--- src/hw/ecl_defs.vh ---
// Constants for the configuration image loader
`ifndef ECL_DEFS_VH
`define ECL_DEFS_VH

// ----------------------------------------------------------------
// Image layout (byte offsets)
// ----------------------------------------------------------------
`define ECL_OFS_STATION0    8'h00
`define ECL_OFS_STATION5    8'h05
`define ECL_OFS_MAX_PWR     8'h08
`define ECL_OFS_POLL        8'h09
`define ECL_OFS_XCVR_PHY    8'h0A
`define ECL_OFS_LED         8'h0B
`define ECL_OFS_LANG_LO     8'h0C
`define ECL_OFS_LANG_HI     8'h0D
`define ECL_OFS_VEND_LO     8'h10
`define ECL_OFS_VEND_HI     8'h11
`define ECL_OFS_PROD_LO     8'h12
`define ECL_OFS_PROD_HI     8'h13
`define ECL_OFS_MSTR_LEN    8'h14
`define ECL_OFS_MSTR_WOFS   8'h15
`define ECL_OFS_PSTR_LEN    8'h16
`define ECL_OFS_PSTR_WOFS   8'h17
`define ECL_OFS_SSTR_LEN    8'h18
`define ECL_OFS_SSTR_WOFS   8'h19
`define ECL_HDR_WORDS       8'h0D
`define ECL_IMG_WORDS       8'h40

// ----------------------------------------------------------------
// Field positions
// ----------------------------------------------------------------
`define ECL_XCVR_BIT        1
`define ECL_PHY_MSB         4
`define ECL_PHY_LSB         2
`define ECL_LED_MSB         7
`define ECL_LED_LSB         6
`define ECL_ERASED_BYTE     8'hFF
`define ECL_STR_DESC_TYPE   8'h03

// ----------------------------------------------------------------
// Defaults used when the image is blank
// ----------------------------------------------------------------
`define ECL_DEF_STATION     48'h00_00_00_00_00_01
`define ECL_DEF_MAX_PWR     8'h32
`define ECL_DEF_POLL        8'h01
`define ECL_DEF_XCVR_INT    1'b1
`define ECL_DEF_PHY_SEL     3'h0
`define ECL_DEF_LED_SEL     2'h0
`define ECL_DEF_LANG        16'h0001
`define ECL_DEF_VEND        16'h1234
`define ECL_DEF_PROD        16'h5678

// ----------------------------------------------------------------
// Serial memory timing: 1 MHz max shift clock at 100 MHz
// ----------------------------------------------------------------
`define ECL_CLK_NS          10
`define ECL_SK_HALF_NS      500
`define ECL_SK_HALF_CYC     (`ECL_SK_HALF_NS / `ECL_CLK_NS)
`define ECL_READ_OP         3'h6

`endif

--- src/hw/ecl_loader.v ---
// Configuration image loader: reads the serial memory and holds settings
`timescale 1ns/1ps
`include "ecl_defs.vh"

// Summary of operation
// - All-erased station bytes select built-in defaults
// - Station address from bytes zero to five
// - Max power from byte eight
// - Poll interval byte nine, zero disables endpoint
// - Byte ten bit one selects internal transceiver
// - PHY select from byte ten bits four:two
// - Led_indication_select from byte eleven bits seven:six
// - Language code from bytes twelve, thirteen
// - Vendor code from bytes sixteen, seventeen
// - Product code from bytes eighteen, nineteen
// - String lengths from bytes twenty, 22, 24
// - String word offsets doubled to byte addresses
// - Strings returned as full descriptors, type three
module ecl_loader #(
	parameter SK_HALF_CYC = `ECL_SK_HALF_CYC
) (
	input  wire        clk_i,
	input  wire        rst_b_i,
	input  wire        soft_rst_i,
	input  wire        bus_rst_i,
	input  wire        mem_do_i,
	input  wire [1:0]  str_sel_i,
	input  wire [6:0]  str_idx_i,
	input  wire        str_rd_i,
	output reg         mem_cs_o,
	output reg         mem_sk_o,
	output reg         mem_di_o,
	output reg         cfg_ready_o,
	output reg         image_blank_o,
	output reg  [47:0] station_addr_o,
	output reg  [7:0]  max_power_o,
	output reg  [7:0]  intr_endpoint_poll_interval_o,
	output reg         interrupt_in_endpoint_en_o,
	output reg         usb_xcvr_internal_o,
	output reg  [2:0]  phy_operating_select_o,
	output reg         phy_integrated_o,
	output reg  [1:0]  led_indication_select_o,
	output reg  [15:0] lang_code_o,
	output reg  [15:0] vendor_code_o,
	output reg  [15:0] product_code_o,
	output reg  [7:0]  str_len_o,
	output reg  [7:0]  str_data_o,
	output reg         str_valid_o
);
	// ----------------------------------------------------------------
	// State and storage
	// ----------------------------------------------------------------
	localparam [3:0] ST_IDLE  = 4'b0001;
	localparam [3:0] ST_ISSUE = 4'b0010;
	localparam [3:0] ST_WAIT  = 4'b0100;
	localparam [3:0] ST_DONE  = 4'b1000;
	localparam [7:0] LAST_WORD = `ECL_IMG_WORDS - 8'h01;

	reg  [3:0]  state;
	reg  [5:0]  waddr;
	reg  [15:0] img [0:63];
	reg         start;
	reg         soft_s;
	reg         bus_s;
	reg         restart;
	wire        eng_busy;
	wire        eng_done;
	wire [15:0] eng_word;
	wire        eng_cs;
	wire        eng_sk;
	wire        eng_di;
	wire        blank;
	reg  [7:0]  next_byte;
	reg  [7:0]  sel_len;
	reg  [7:0]  sel_base;
	reg  [7:0]  byte_addr;
	integer     i;

	// ----------------------------------------------------------------
	// Reset inputs from other logic pass two flops
	// ----------------------------------------------------------------
	ecl_sync u_soft_sync (
		.clk_i   (clk_i),
		.rst_b_i (rst_b_i),
		.d_i     (soft_rst_i),
		.q_o     (soft_s)
	);

	ecl_sync u_bus_sync (
		.clk_i   (clk_i),
		.rst_b_i (rst_b_i),
		.d_i     (bus_rst_i),
		.q_o     (bus_s)
	);

	// Serial memory word engine
	ecl_sermem #(
		.SK_HALF_CYC (SK_HALF_CYC)
	) u_mem (
		.clk_i    (clk_i),
		.rst_b_i  (rst_b_i),
		.start_i  (start),
		.addr_i   (waddr),
		.mem_do_i (mem_do_i),
		.busy_o   (eng_busy),
		.done_o   (eng_done),
		.word_o   (eng_word),
		.mem_cs_o (eng_cs),
		.mem_sk_o (eng_sk),
		.mem_di_o (eng_di)
	);

	// Words are stored little end first: byte 2n low, 2n+1 high
	assign blank = (img[0] == {`ECL_ERASED_BYTE, `ECL_ERASED_BYTE}) &&
	               (img[1] == {`ECL_ERASED_BYTE, `ECL_ERASED_BYTE}) &&
	               (img[2] == {`ECL_ERASED_BYTE, `ECL_ERASED_BYTE});

	// ----------------------------------------------------------------
	// Load sequencer
	// ----------------------------------------------------------------
	// Whole image is fetched so descriptors can be served locally
	always @(posedge clk_i or negedge rst_b_i) begin
		if (!rst_b_i) begin
			state       <= ST_IDLE;
			waddr       <= 6'h00;
			start       <= 1'b0;
			restart     <= 1'b0;
			cfg_ready_o <= 1'b0;
			for (i = 0; i < 64; i = i + 1)
				img[i] <= 16'h0000;
		end else begin
			start <= 1'b0;
			if (soft_s || bus_s) begin
				// Any reset reloads; hold ready low meanwhile
				restart     <= 1'b1;
				cfg_ready_o <= 1'b0;
			end
			case (state)
				ST_IDLE: begin
					if (!(soft_s || bus_s)) begin
						waddr   <= 6'h00;
						restart <= 1'b0;
						state   <= ST_ISSUE;
					end
				end
				ST_ISSUE: begin
					if (!eng_busy) begin
						start <= 1'b1;
						state <= ST_WAIT;
					end
				end
				ST_WAIT: begin
					if (eng_done) begin
						img[waddr] <= {eng_word[7:0], eng_word[15:8]};
						if (waddr == LAST_WORD[5:0])
							state <= ST_DONE;
						else begin
							waddr <= waddr + 6'h01;
							state <= ST_ISSUE;
						end
					end
				end
				ST_DONE: begin
					if (restart || soft_s || bus_s)
						state <= ST_IDLE;
					else
						cfg_ready_o <= 1'b1;
				end
				default: state <= ST_IDLE;
			endcase
		end
	end

	// Memory pins registered once more so outputs come from flops
	always @(posedge clk_i or negedge rst_b_i) begin
		if (!rst_b_i) begin
			mem_cs_o <= 1'b0;
			mem_sk_o <= 1'b0;
			mem_di_o <= 1'b0;
		end else begin
			mem_cs_o <= eng_cs;
			mem_sk_o <= eng_sk;
			mem_di_o <= eng_di;
		end
	end

	// ----------------------------------------------------------------
	// Configuration fields, updated once loading completes
	// ----------------------------------------------------------------
	// Reserved bytes 06-07, 0E-0F and reserved bits never read
	always @(posedge clk_i or negedge rst_b_i) begin
		if (!rst_b_i) begin
			image_blank_o                 <= 1'b0;
			station_addr_o                <= `ECL_DEF_STATION;
			max_power_o                   <= `ECL_DEF_MAX_PWR;
			intr_endpoint_poll_interval_o <= `ECL_DEF_POLL;
			interrupt_in_endpoint_en_o    <= 1'b1;
			usb_xcvr_internal_o           <= `ECL_DEF_XCVR_INT;
			phy_operating_select_o        <= `ECL_DEF_PHY_SEL;
			phy_integrated_o              <= 1'b1;
			led_indication_select_o       <= `ECL_DEF_LED_SEL;
			lang_code_o                   <= `ECL_DEF_LANG;
			vendor_code_o                 <= `ECL_DEF_VEND;
			product_code_o                <= `ECL_DEF_PROD;
		end else if (state == ST_WAIT && eng_done &&
		             waddr == LAST_WORD[5:0]) begin
			image_blank_o <= blank;
			if (blank) begin
				// Blank image: keep every field at its default
				station_addr_o                <= `ECL_DEF_STATION;
				max_power_o                   <= `ECL_DEF_MAX_PWR;
				intr_endpoint_poll_interval_o <= `ECL_DEF_POLL;
				interrupt_in_endpoint_en_o    <= 1'b1;
				usb_xcvr_internal_o           <= `ECL_DEF_XCVR_INT;
				phy_operating_select_o        <= `ECL_DEF_PHY_SEL;
				phy_integrated_o              <= 1'b1;
				led_indication_select_o       <= `ECL_DEF_LED_SEL;
				lang_code_o                   <= `ECL_DEF_LANG;
				vendor_code_o                 <= `ECL_DEF_VEND;
				product_code_o                <= `ECL_DEF_PROD;
			end else begin
				// First image byte lands in the top of the address
				station_addr_o <= {img[0][7:0], img[0][15:8],
				                   img[1][7:0], img[1][15:8],
				                   img[2][7:0], img[2][15:8]};
				max_power_o <= img[4][7:0];
				intr_endpoint_poll_interval_o <= img[4][15:8];
				interrupt_in_endpoint_en_o <=
					(img[4][15:8] != 8'h00);
				usb_xcvr_internal_o <= img[5][`ECL_XCVR_BIT];
				phy_operating_select_o <=
					img[5][`ECL_PHY_MSB:`ECL_PHY_LSB];
				phy_integrated_o <=
					(img[5][`ECL_PHY_MSB:`ECL_PHY_LSB] == 3'h0);
				led_indication_select_o <=
					img[5][8+`ECL_LED_MSB:8+`ECL_LED_LSB];
				lang_code_o    <= {img[6][15:8], img[6][7:0]};
				vendor_code_o  <= {img[8][15:8], img[8][7:0]};
				product_code_o <= {img[9][15:8], img[9][7:0]};
			end
		end
	end

	// ----------------------------------------------------------------
	// String descriptor port
	// ----------------------------------------------------------------
	// Length and word offset for the chosen string, blank means none
	always @* begin
		case (str_sel_i)
			2'd0: begin
				sel_len  = img[10][7:0];
				sel_base = {img[10][14:8], 1'b0};
			end
			2'd1: begin
				sel_len  = img[11][7:0];
				sel_base = {img[11][14:8], 1'b0};
			end
			2'd2: begin
				sel_len  = img[12][7:0];
				sel_base = {img[12][14:8], 1'b0};
			end
			default: begin
				sel_len  = 8'h00;
				sel_base = 8'h00;
			end
		endcase
		if (blank) begin
			sel_len  = 8'h00;
			sel_base = 8'h00;
		end
		byte_addr = sel_base + {1'b0, str_idx_i};
		if (byte_addr[0])
			next_byte = img[byte_addr[6:1]][15:8];
		else
			next_byte = img[byte_addr[6:1]][7:0];
		// Header bytes made here so a wrong stored header cannot leak
		if (str_idx_i == 7'd0)
			next_byte = sel_len;
		else if (str_idx_i == 7'd1)
			next_byte = `ECL_STR_DESC_TYPE;
	end

	// Reads answered only once the image is loaded
	always @(posedge clk_i or negedge rst_b_i) begin
		if (!rst_b_i) begin
			str_len_o   <= 8'h00;
			str_data_o  <= 8'h00;
			str_valid_o <= 1'b0;
		end else begin
			str_valid_o <= str_rd_i && cfg_ready_o;
			if (str_rd_i && cfg_ready_o) begin
				str_len_o  <= sel_len;
				str_data_o <= next_byte;
			end
		end
	end
endmodule

--- src/hw/ecl_sync.v ---
// Two-stage synchroniser for one asynchronous level
`timescale 1ns/1ps
module ecl_sync (
	input  wire clk_i,
	input  wire rst_b_i,
	input  wire d_i,
	output reg  q_o
);
	reg meta;

	// First stage feeds only the second
	always @(posedge clk_i or negedge rst_b_i) begin
		if (!rst_b_i) begin
			meta <= 1'b0;
			q_o  <= 1'b0;
		end else begin
			meta <= d_i;
			q_o  <= meta;
		end
	end
endmodule

--- src/hw/ecl_sermem.v ---
// Microwire style word reader for the serial configuration memory
`timescale 1ns/1ps
`include "ecl_defs.vh"
module ecl_sermem #(
	parameter SK_HALF_CYC = `ECL_SK_HALF_CYC
) (
	input  wire        clk_i,
	input  wire        rst_b_i,
	input  wire        start_i,
	input  wire [5:0]  addr_i,
	input  wire        mem_do_i,
	output reg         busy_o,
	output reg         done_o,
	output reg  [15:0] word_o,
	output reg         mem_cs_o,
	output reg         mem_sk_o,
	output reg         mem_di_o
);
	// Sequence: start bit + opcode + 6 addr bits, dummy zero, 16 data bits
	localparam [5:0] NBITS     = 6'd25;
	localparam integer HALF_LAST = SK_HALF_CYC - 1;

	reg        sk_rise;
	reg [7:0]  tick;
	reg [5:0]  bitn;
	reg [8:0]  cmd;
	reg        data_in;

	// Synchronised data line from the memory
	ecl_sync u_do_sync (
		.clk_i   (clk_i),
		.rst_b_i (rst_b_i),
		.d_i     (mem_do_i),
		.q_o     (data_in)
	);

	// Shift engine; SK period of two half periods keeps to 1 MHz at most
	always @(posedge clk_i or negedge rst_b_i) begin
		if (!rst_b_i) begin
			busy_o   <= 1'b0;
			done_o   <= 1'b0;
			word_o   <= 16'h0000;
			mem_cs_o <= 1'b0;
			mem_sk_o <= 1'b0;
			mem_di_o <= 1'b0;
			tick     <= 8'h00;
			bitn     <= 6'h00;
			cmd      <= 9'h000;
			sk_rise  <= 1'b0;
		end else begin
			done_o <= 1'b0;
			if (!busy_o) begin
				if (start_i) begin
					busy_o   <= 1'b1;
					mem_cs_o <= 1'b1;
					// First command bit goes out with the select
					{mem_di_o, cmd} <= {`ECL_READ_OP, addr_i, 1'b0};
					bitn     <= 6'h00;
					tick     <= 8'h00;
					sk_rise  <= 1'b1;
				end
			end else if (tick != HALF_LAST[7:0]) begin
				tick <= tick + 8'h01;
			end else begin
				tick <= 8'h00;
				if (sk_rise) begin
					// DI moved half a period ago, so it is steady here
					mem_sk_o <= 1'b1;
					sk_rise  <= 1'b0;
				end else begin
					// Data sampled late in high phase for output delay
					mem_sk_o <= 1'b0;
					sk_rise  <= 1'b1;
					// Next command bit on the fall; zeros once spent
					mem_di_o <= cmd[8];
					cmd      <= {cmd[7:0], 1'b0};
					if (bitn > 6'd9)
						word_o <= {word_o[14:0], data_in};
					if (bitn == NBITS) begin
						busy_o   <= 1'b0;
						done_o   <= 1'b1;
						mem_cs_o <= 1'b0;
					end
					bitn <= bitn + 6'h01;
				end
			end
		end
	end
endmodule

--- config.mk ---
export PLATFORM = sky130hd
export DESIGN_NAME = ecl_loader
export DESIGN_NICKNAME = d
export VERILOG_FILES = /design/src/hw/ecl_loader.v /design/src/hw/ecl_sync.v /design/src/hw/ecl_sermem.v
export VERILOG_INCLUDE_DIRS = /design/src /design/src/hw
export SDC_FILE = /design/constraint.sdc
export NUM_CORES = 2
export LEC_CHECK = 0
export BUFFER_PORTS_ARGS = -buffer_cell sky130_fd_sc_hd__buf_2
export CAP_MARGIN = 30
export CORE_UTILIZATION = 50
export DETAILED_ROUTE_END_ITERATION = 10
export GPL_ROUTABILITY_DRIVEN = 0
export HOLD_SLACK_MARGIN = 0.1
export MAX_ROUTING_LAYER = met4
export PLACE_DENSITY = 0.7
export SYNTH_ARGS = -nofsm -noshare
export SYNTH_HDL_FRONTEND = slang
export SYNTH_HIERARCHICAL = 1
export SYNTH_SLANG_ARGS = --single-unit
--- constraint.sdc ---
create_clock -name clk_i -period 11.2 [get_ports clk_i]
set_input_delay 1.68 -clock clk_i [delete_from_list [all_inputs] [get_ports clk_i]]
set_output_delay 1.68 -clock clk_i [all_outputs]
set_load 0.1 [all_outputs]
**Yosys cells after proc, flatten, opt, wreduce, memory -nomap -nowiden**

Index checks and enable logic that the tools add are counted.

- Register bits after elaboration: 1229
- Bits of input ports: 15

- Add/sub/neg operators: 4
- $lt $le $gt $ge: 4
- Equal/unequal tests: 21
- Mux-type cells: 74
- Bitwise gates (word level): 4
- Reduce and logical (&&, ||, !) cells: 23

Operators with widths:

| cell | count |
|---|---|
| 1024-bit bitwise mux | 1 |
| 16-bit binary-select mux with 6-bit select | 1 |
| 16-bit demux with 6-bit select | 1 |
| 16-bit two-way mux | 6 |
| 8-bit two-way mux | 9 |
| 16-bit equality test (second input constant) | 3 |
| 48-bit two-way mux | 1 |
| 6-bit two-way mux | 7 |
| 9-bit two-way mux | 4 |
| 1-bit two-way mux | 32 |
| 8-bit case mux with 3 select lines | 1 |
| 7-bit case mux with 3 select lines | 1 |
| 4-bit two-way mux | 5 |
| 4-bit case mux with 4 select lines | 1 |
| 4-bit AND reduction | 4 |
| 7-bit >= comparator (second input constant) | 2 |
| 2-bit inequality test (second input constant) | 7 |
| 6-bit NOT with 7-bit output | 2 |
| 6-bit by 1-bit adder with 6-bit output (second input constant) | 2 |
| 6-bit case mux with 2 select lines | 1 |
| 8-bit by 1-bit adder with 8-bit output (second input constant) | 1 |
| 8-bit by 6-bit inequality test with 1-bit output (second input constant) | 1 |
| 8-bit nonzero test | 1 |
| 7-bit adder | 1 |
| other kinds (24) | 35 |

**Depth between registers and ports, before layout**

- Depth in word-level cells: 12
- Gate-level depth with buffers: 21

**Cells and area by module**

The synthesis kept the hierarchy.

Modules (own cells, without submodules):

| module | instances | cells each | area each (um^2) | seq. area each (um^2) |
|---|---|---|---|---|
| ecl_loader | 1 | 3854 | 53824.1 | 29507.0 |
| ecl_sermem | 1 | 188 | 2209.6 | 1101.1 |
| ecl_sync | 3 | 2 | 50.0 | 50.0 |

**Worst setup path before layout**

OpenSTA, ideal clock, no wires.

- Path type: input -> register
- Start: input port str_sel_i[1]
- End: register str_data_o[1]
- Setup time: 0.123 ns
- Arrival time: 5.255 ns
- Required time: 11.077 ns
- Setup slack: 5.822 ns
- Cell stages on the path: 17
- Path buffers: 7
- Cells stage by stage: buf_4 buf_1 mux2i_1 nor2_1 a21oi_1 or2_2 fa_1 buf_2 buf_2 buf_2 clkbuf_1 clkbuf_1 mux4_2 o21ai_0 o21bai_1 o2bb2ai_1 a21oi_1

- Word-level cells in the longest chain between the ends: 11
- Elaborated cells on any way between the ends: 15
- Those cells by class: 1 x add/sub; 2 x eq/ne; 10 x mux; 1 x bitwise; 1 x reduce/logical

Ends and longest elaborated chain:

| what | line | RTL |
|---|---|---|
| from (decl) | ecl_loader.v:27 | `input wire [1:0] str_sel_i,` |
| 2-bit equality test (tied with other cells) | ecl_loader.v:249 | `case (str_sel_i)` |
| 7-bit case mux with 3 select lines | ecl_loader.v:249 |  |
| 7-bit two-way mux | ecl_loader.v:267 | `if (blank) begin` |
| 7-bit adder | ecl_loader.v:271 | `byte_addr = sel_base + {1'b0, str_idx_i};` |
| 6-bit NOT with 7-bit output (not written as such) | ecl_loader.v:273, ecl_loader.v:275 |  |
| 16-bit binary-select mux with 6-bit select | ecl_loader.v:273, ecl_loader.v:275 |  |
| 16-bit two-way mux (not written as such) (2 in series) | ecl_loader.v:275 | `next_byte = img[byte_addr[6:1]][7:0];` |
| 8-bit two-way mux | ecl_loader.v:272 | `if (byte_addr[0])` |
| 8-bit two-way mux | ecl_loader.v:279 | `else if (str_idx_i == 7'd1)` |
| 8-bit two-way mux * | ecl_loader.v:277 | `if (str_idx_i == 7'd0)` |
| to (signal assigned) | ecl_loader.v:293 | `str_data_o <= next_byte;` |
| to (decl) | ecl_loader.v:47 | `output reg [7:0] str_data_o,` |

Mark *: on every way between the ends. The rest lies on a longest branch, timed or not. The select of a mux whose other input is x is not followed.
A chain may end at the register's enable or synchronous reset.

**Worst setup path after layout**

- Start: input port str_sel_i[0]
- End: register str_data_o[4]

Same word-level chain as after synthesis.

==> results_dict.tcl <==
set metrics [dict create \
    status "finished, final reports clean" \
    layout_common_cells "dfrtp_1, mux2_2, nand2_1" \
    cts_hold_buf 0 \
    grt_use_total 0.286 \
    drcViolationCount 0 \
    hp-start "u_mem/u_do_sync/meta" \
    tritoncts "yes" \
    grt_pass1_wl_mm 235 \
    r2r-end "str_data_o[4]" \
    async_flop_share 1.00 \
    fmax_mhz 152 \
    cp.arrival_ps 7190 \
    synthesis.area_mm2 0.0562 \
    period_share 0.587 \
    postSynthCellCount 4048 \
    synth.top_cell.area_share 0.537 \
    fillCellCount 8839 \
    synth_area_leaders "dfrtp_1, mux2_2, mux4_2, nand2_1, clkbuf_1" \
    drv_slew 0 \
    finalSetupViolations 0 \
    ant_nets 0 \
    rr_worst_depth 15 \
    avgViaCountPerCell 6.20 \
    crit_fanout 33 \
    tightest_slew_ps 1080 \
    dpl.hpwl_mm 96.6 \
    syn_avg_cell_area_um2 13.9 \
    place_area_mm2 0.0588 \
    synth_edf_count 0 \
    core.rowCount 122 \
    cts_buffers 130 \
    min_delay_path_depth 0 \
    grt_overflow 0 \
    syn_to_final_growth_pct 12.4 \
    ys_warn_count 6 \
    worstHoldEndpoint "u_mem/u_do_sync/q_o" \
    firstDrtPassIters 6 \
    synth_compound_area_frac 0.0342 \
    syn_nets 4075 \
    irDropWorstVdd_v 0.000141 \
    dieHeight_um 337 \
    ys_seq_area_frac 0.547 \
    drtIter0Drc 3430 \
    drive_gt1_frac 0.440 \
    postLayoutCoreUtil 0.569 \
    rsz0062_at_grt "false" \
    port_buffers 156 \
    r2r_start "img[982]" \
    yosys_most_used_dff "dfrtp_1" \
    hold_path.class "flip-flop to flip-flop" \
    clk_path_buf_depth 3 \
    ioPinCount 157 \
    first_global_vias 35737 \
    fin_tns_setup_ps 0 \
    root_buffer "clkbuf_16" \
    wirelength_mm 155 \
    p_per_area_mw_per_mm2 146 \
    fin_nets 4123 \
    startpoint_type "input pin" \
    num_vias 35291 \
    maxCapViolations 0 \
    min_period_ps 6580 \
    synth_top_family_by_area "multiplexers" \
    synth_cell_type_count 79 \
    finalHoldViolCount 0 \
    insertion_delay_ps 740 \
    core_mm2 0.111 \
    ys_ff_latch 1228 \
    cts_resized 0 \
    synth_xor_area_frac 0.00365 \
    clock_sinks 1228 \
    regToRegSetupSlack_ps 5010 \
    crit_path_end_kind "flip-flop" \
    synthMuxAreaShare 0.324 \
    cellLeakagePower_nw 30.4 \
    required_ps 11820 \
    die_w_um 337 \
    initial_utilization 0.506 \
    antenna_found_initial 9 \
    post-synth-top-area-cell "dfrtp_1" \
    cts_max_level 4 \
    final_common_cell "dfrtp_1" \
    grt_max_degree 160 \
    post_cts_buffers 0 \
    stdcell_area_mm2 0.0631 \
    path_clk_slew_ps 60 \
    synth_adder_area_share 0.00281 \
    die-area_mm2 0.114 \
    worst-setup-path-type "input pin to flip-flop" \
    skew_ps 31.3 \
    synth-simple-area-share 0.0596 \
    max_slew_margin 0.273 \
    wl_per_cell_um 27.2 \
]
power breakdown:
group / internal, W / leakage [nW] / switching [W]
clock network: 0.00248 / 2.07 / 0.00176
logic: 0.000135 / 11.4 / 0.000337
registers: 0.00448 / 17.0 / 0.0000434
total: 0.00709 / 30.4 / 0.00214
critical path: stages:
cell and delay (ps):
buf_2 240, nor2b_2 530, a2bb2oi_1 160, a31oi_2 290, ha_4 190, inv_1 50
fa_4 530, nand2b_1 180, a21oi_1 560, xnor2_4 170, buf_4 350, buf_4 560
mux4_2 610, o2111ai_1 660, a21oi_1 180, nor2_1 150, a21oi_1 80
sequential cells by signal, indices dropped and copies added (netlist names), 2 cells and up:
signal / cells
img: 1024
intr_endpoint_poll_interval_o: 8
lang_code_o: 16
led_indication_select_o: 2
max_power_o: 8
phy_operating_select_o: 3
product_code_o: 16
state: 4
station_addr_o: 48
str_data_o: 8
str_len_o: 8
u_mem/bitn: 6
u_mem/cmd: 8
u_mem/tick: 8
u_mem/word_o: 16
vendor_code_o: 16
waddr: 6
stage by stage:
stage / total power [W] / std cells / hold slack (ps) / setup slack, ps
4_1_cts: 0.00930 / 5677 / 361 / 4680
2_1_floorplan: 0.00487 / 4048 / 331 / 5820
5_1_grt: 0.00953 / 5688 / 367 / 4300
6_report: 0.00923 / 5689 / 357 / 4620
3_5_place_dp: 0.00507 / 5446 / 340 / 3900
3_3_place_gp: 0.00506 / 5408 / 339 / 3970
worst max-delay path by stage:
stage / slack (ps) / endpoint / depth (start not counted) / start
5_1_grt: 4300 / str_data_o[4] / 17 / str_sel_i[1]
2_1_floorplan: 5820 / str_data_o[1] / 17 / str_sel_i[1]
3_5_place_dp: 3900 / str_data_o[7] / 14 / str_sel_i[1]
3_3_place_gp: 3970 / str_data_o[2] / 16 / str_sel_i[1]
4_1_cts: 4680 / str_data_o[7] / 14 / str_sel_i[1]
6_report: 4620 / str_data_o[4] / 17 / str_sel_i[0]
synthesized netlist by cell type, drive strengths merged, types with 23 or more instances:
cell type  instances
nor2             118
and3              34
clkbuf           235
buf              117
o21ai            141
mux4             258
dfstp             23
nor3              26
nand3             50
mux2i             50
a21oi             50
nand2            454
mux2            1050
dfrtp           1205
nand4             24
cells by family (layout without fill, tap and decap cells):
group | after synthesis | count (layout)
buffers and inverters | 364 | 511
adders and majority gates | 12 | 12
and+or+nand+nor | 758 | 758
other | 0 | 6
muxes | 1358 | 1358
xor gates and xnor gates | 20 | 20
DFF | 1228 | 1228
AOI/OAI and AO/OA | 308 | 308
layout make-up:
class,instances,area [um^2],share of cell area
inverters,12,45.0,0.000713
flip-flops and latches,1228,30800,0.488
multi-input cells,2456,23900,0.379
diodes,6,15.0,0.000238
repair buffers,268,2310,0.0365
clock buffers,203,3930,0.0623
well taps,1488,1860,0.0295
clock inverters,28,238,0.00377
routing by layer:
layer | track usage | up-vias | routed length, um
met5 | - | - | 0
met2 | 0.434 | 1303 | 72500
met4 | 0.103 | 0 | 5300
li1 | - | 14787 | -
met3 | 0.0501 | 320 | 10700
met1 | 0.388 | 18881 | 66000
Power figures use the tool's default switching activity.
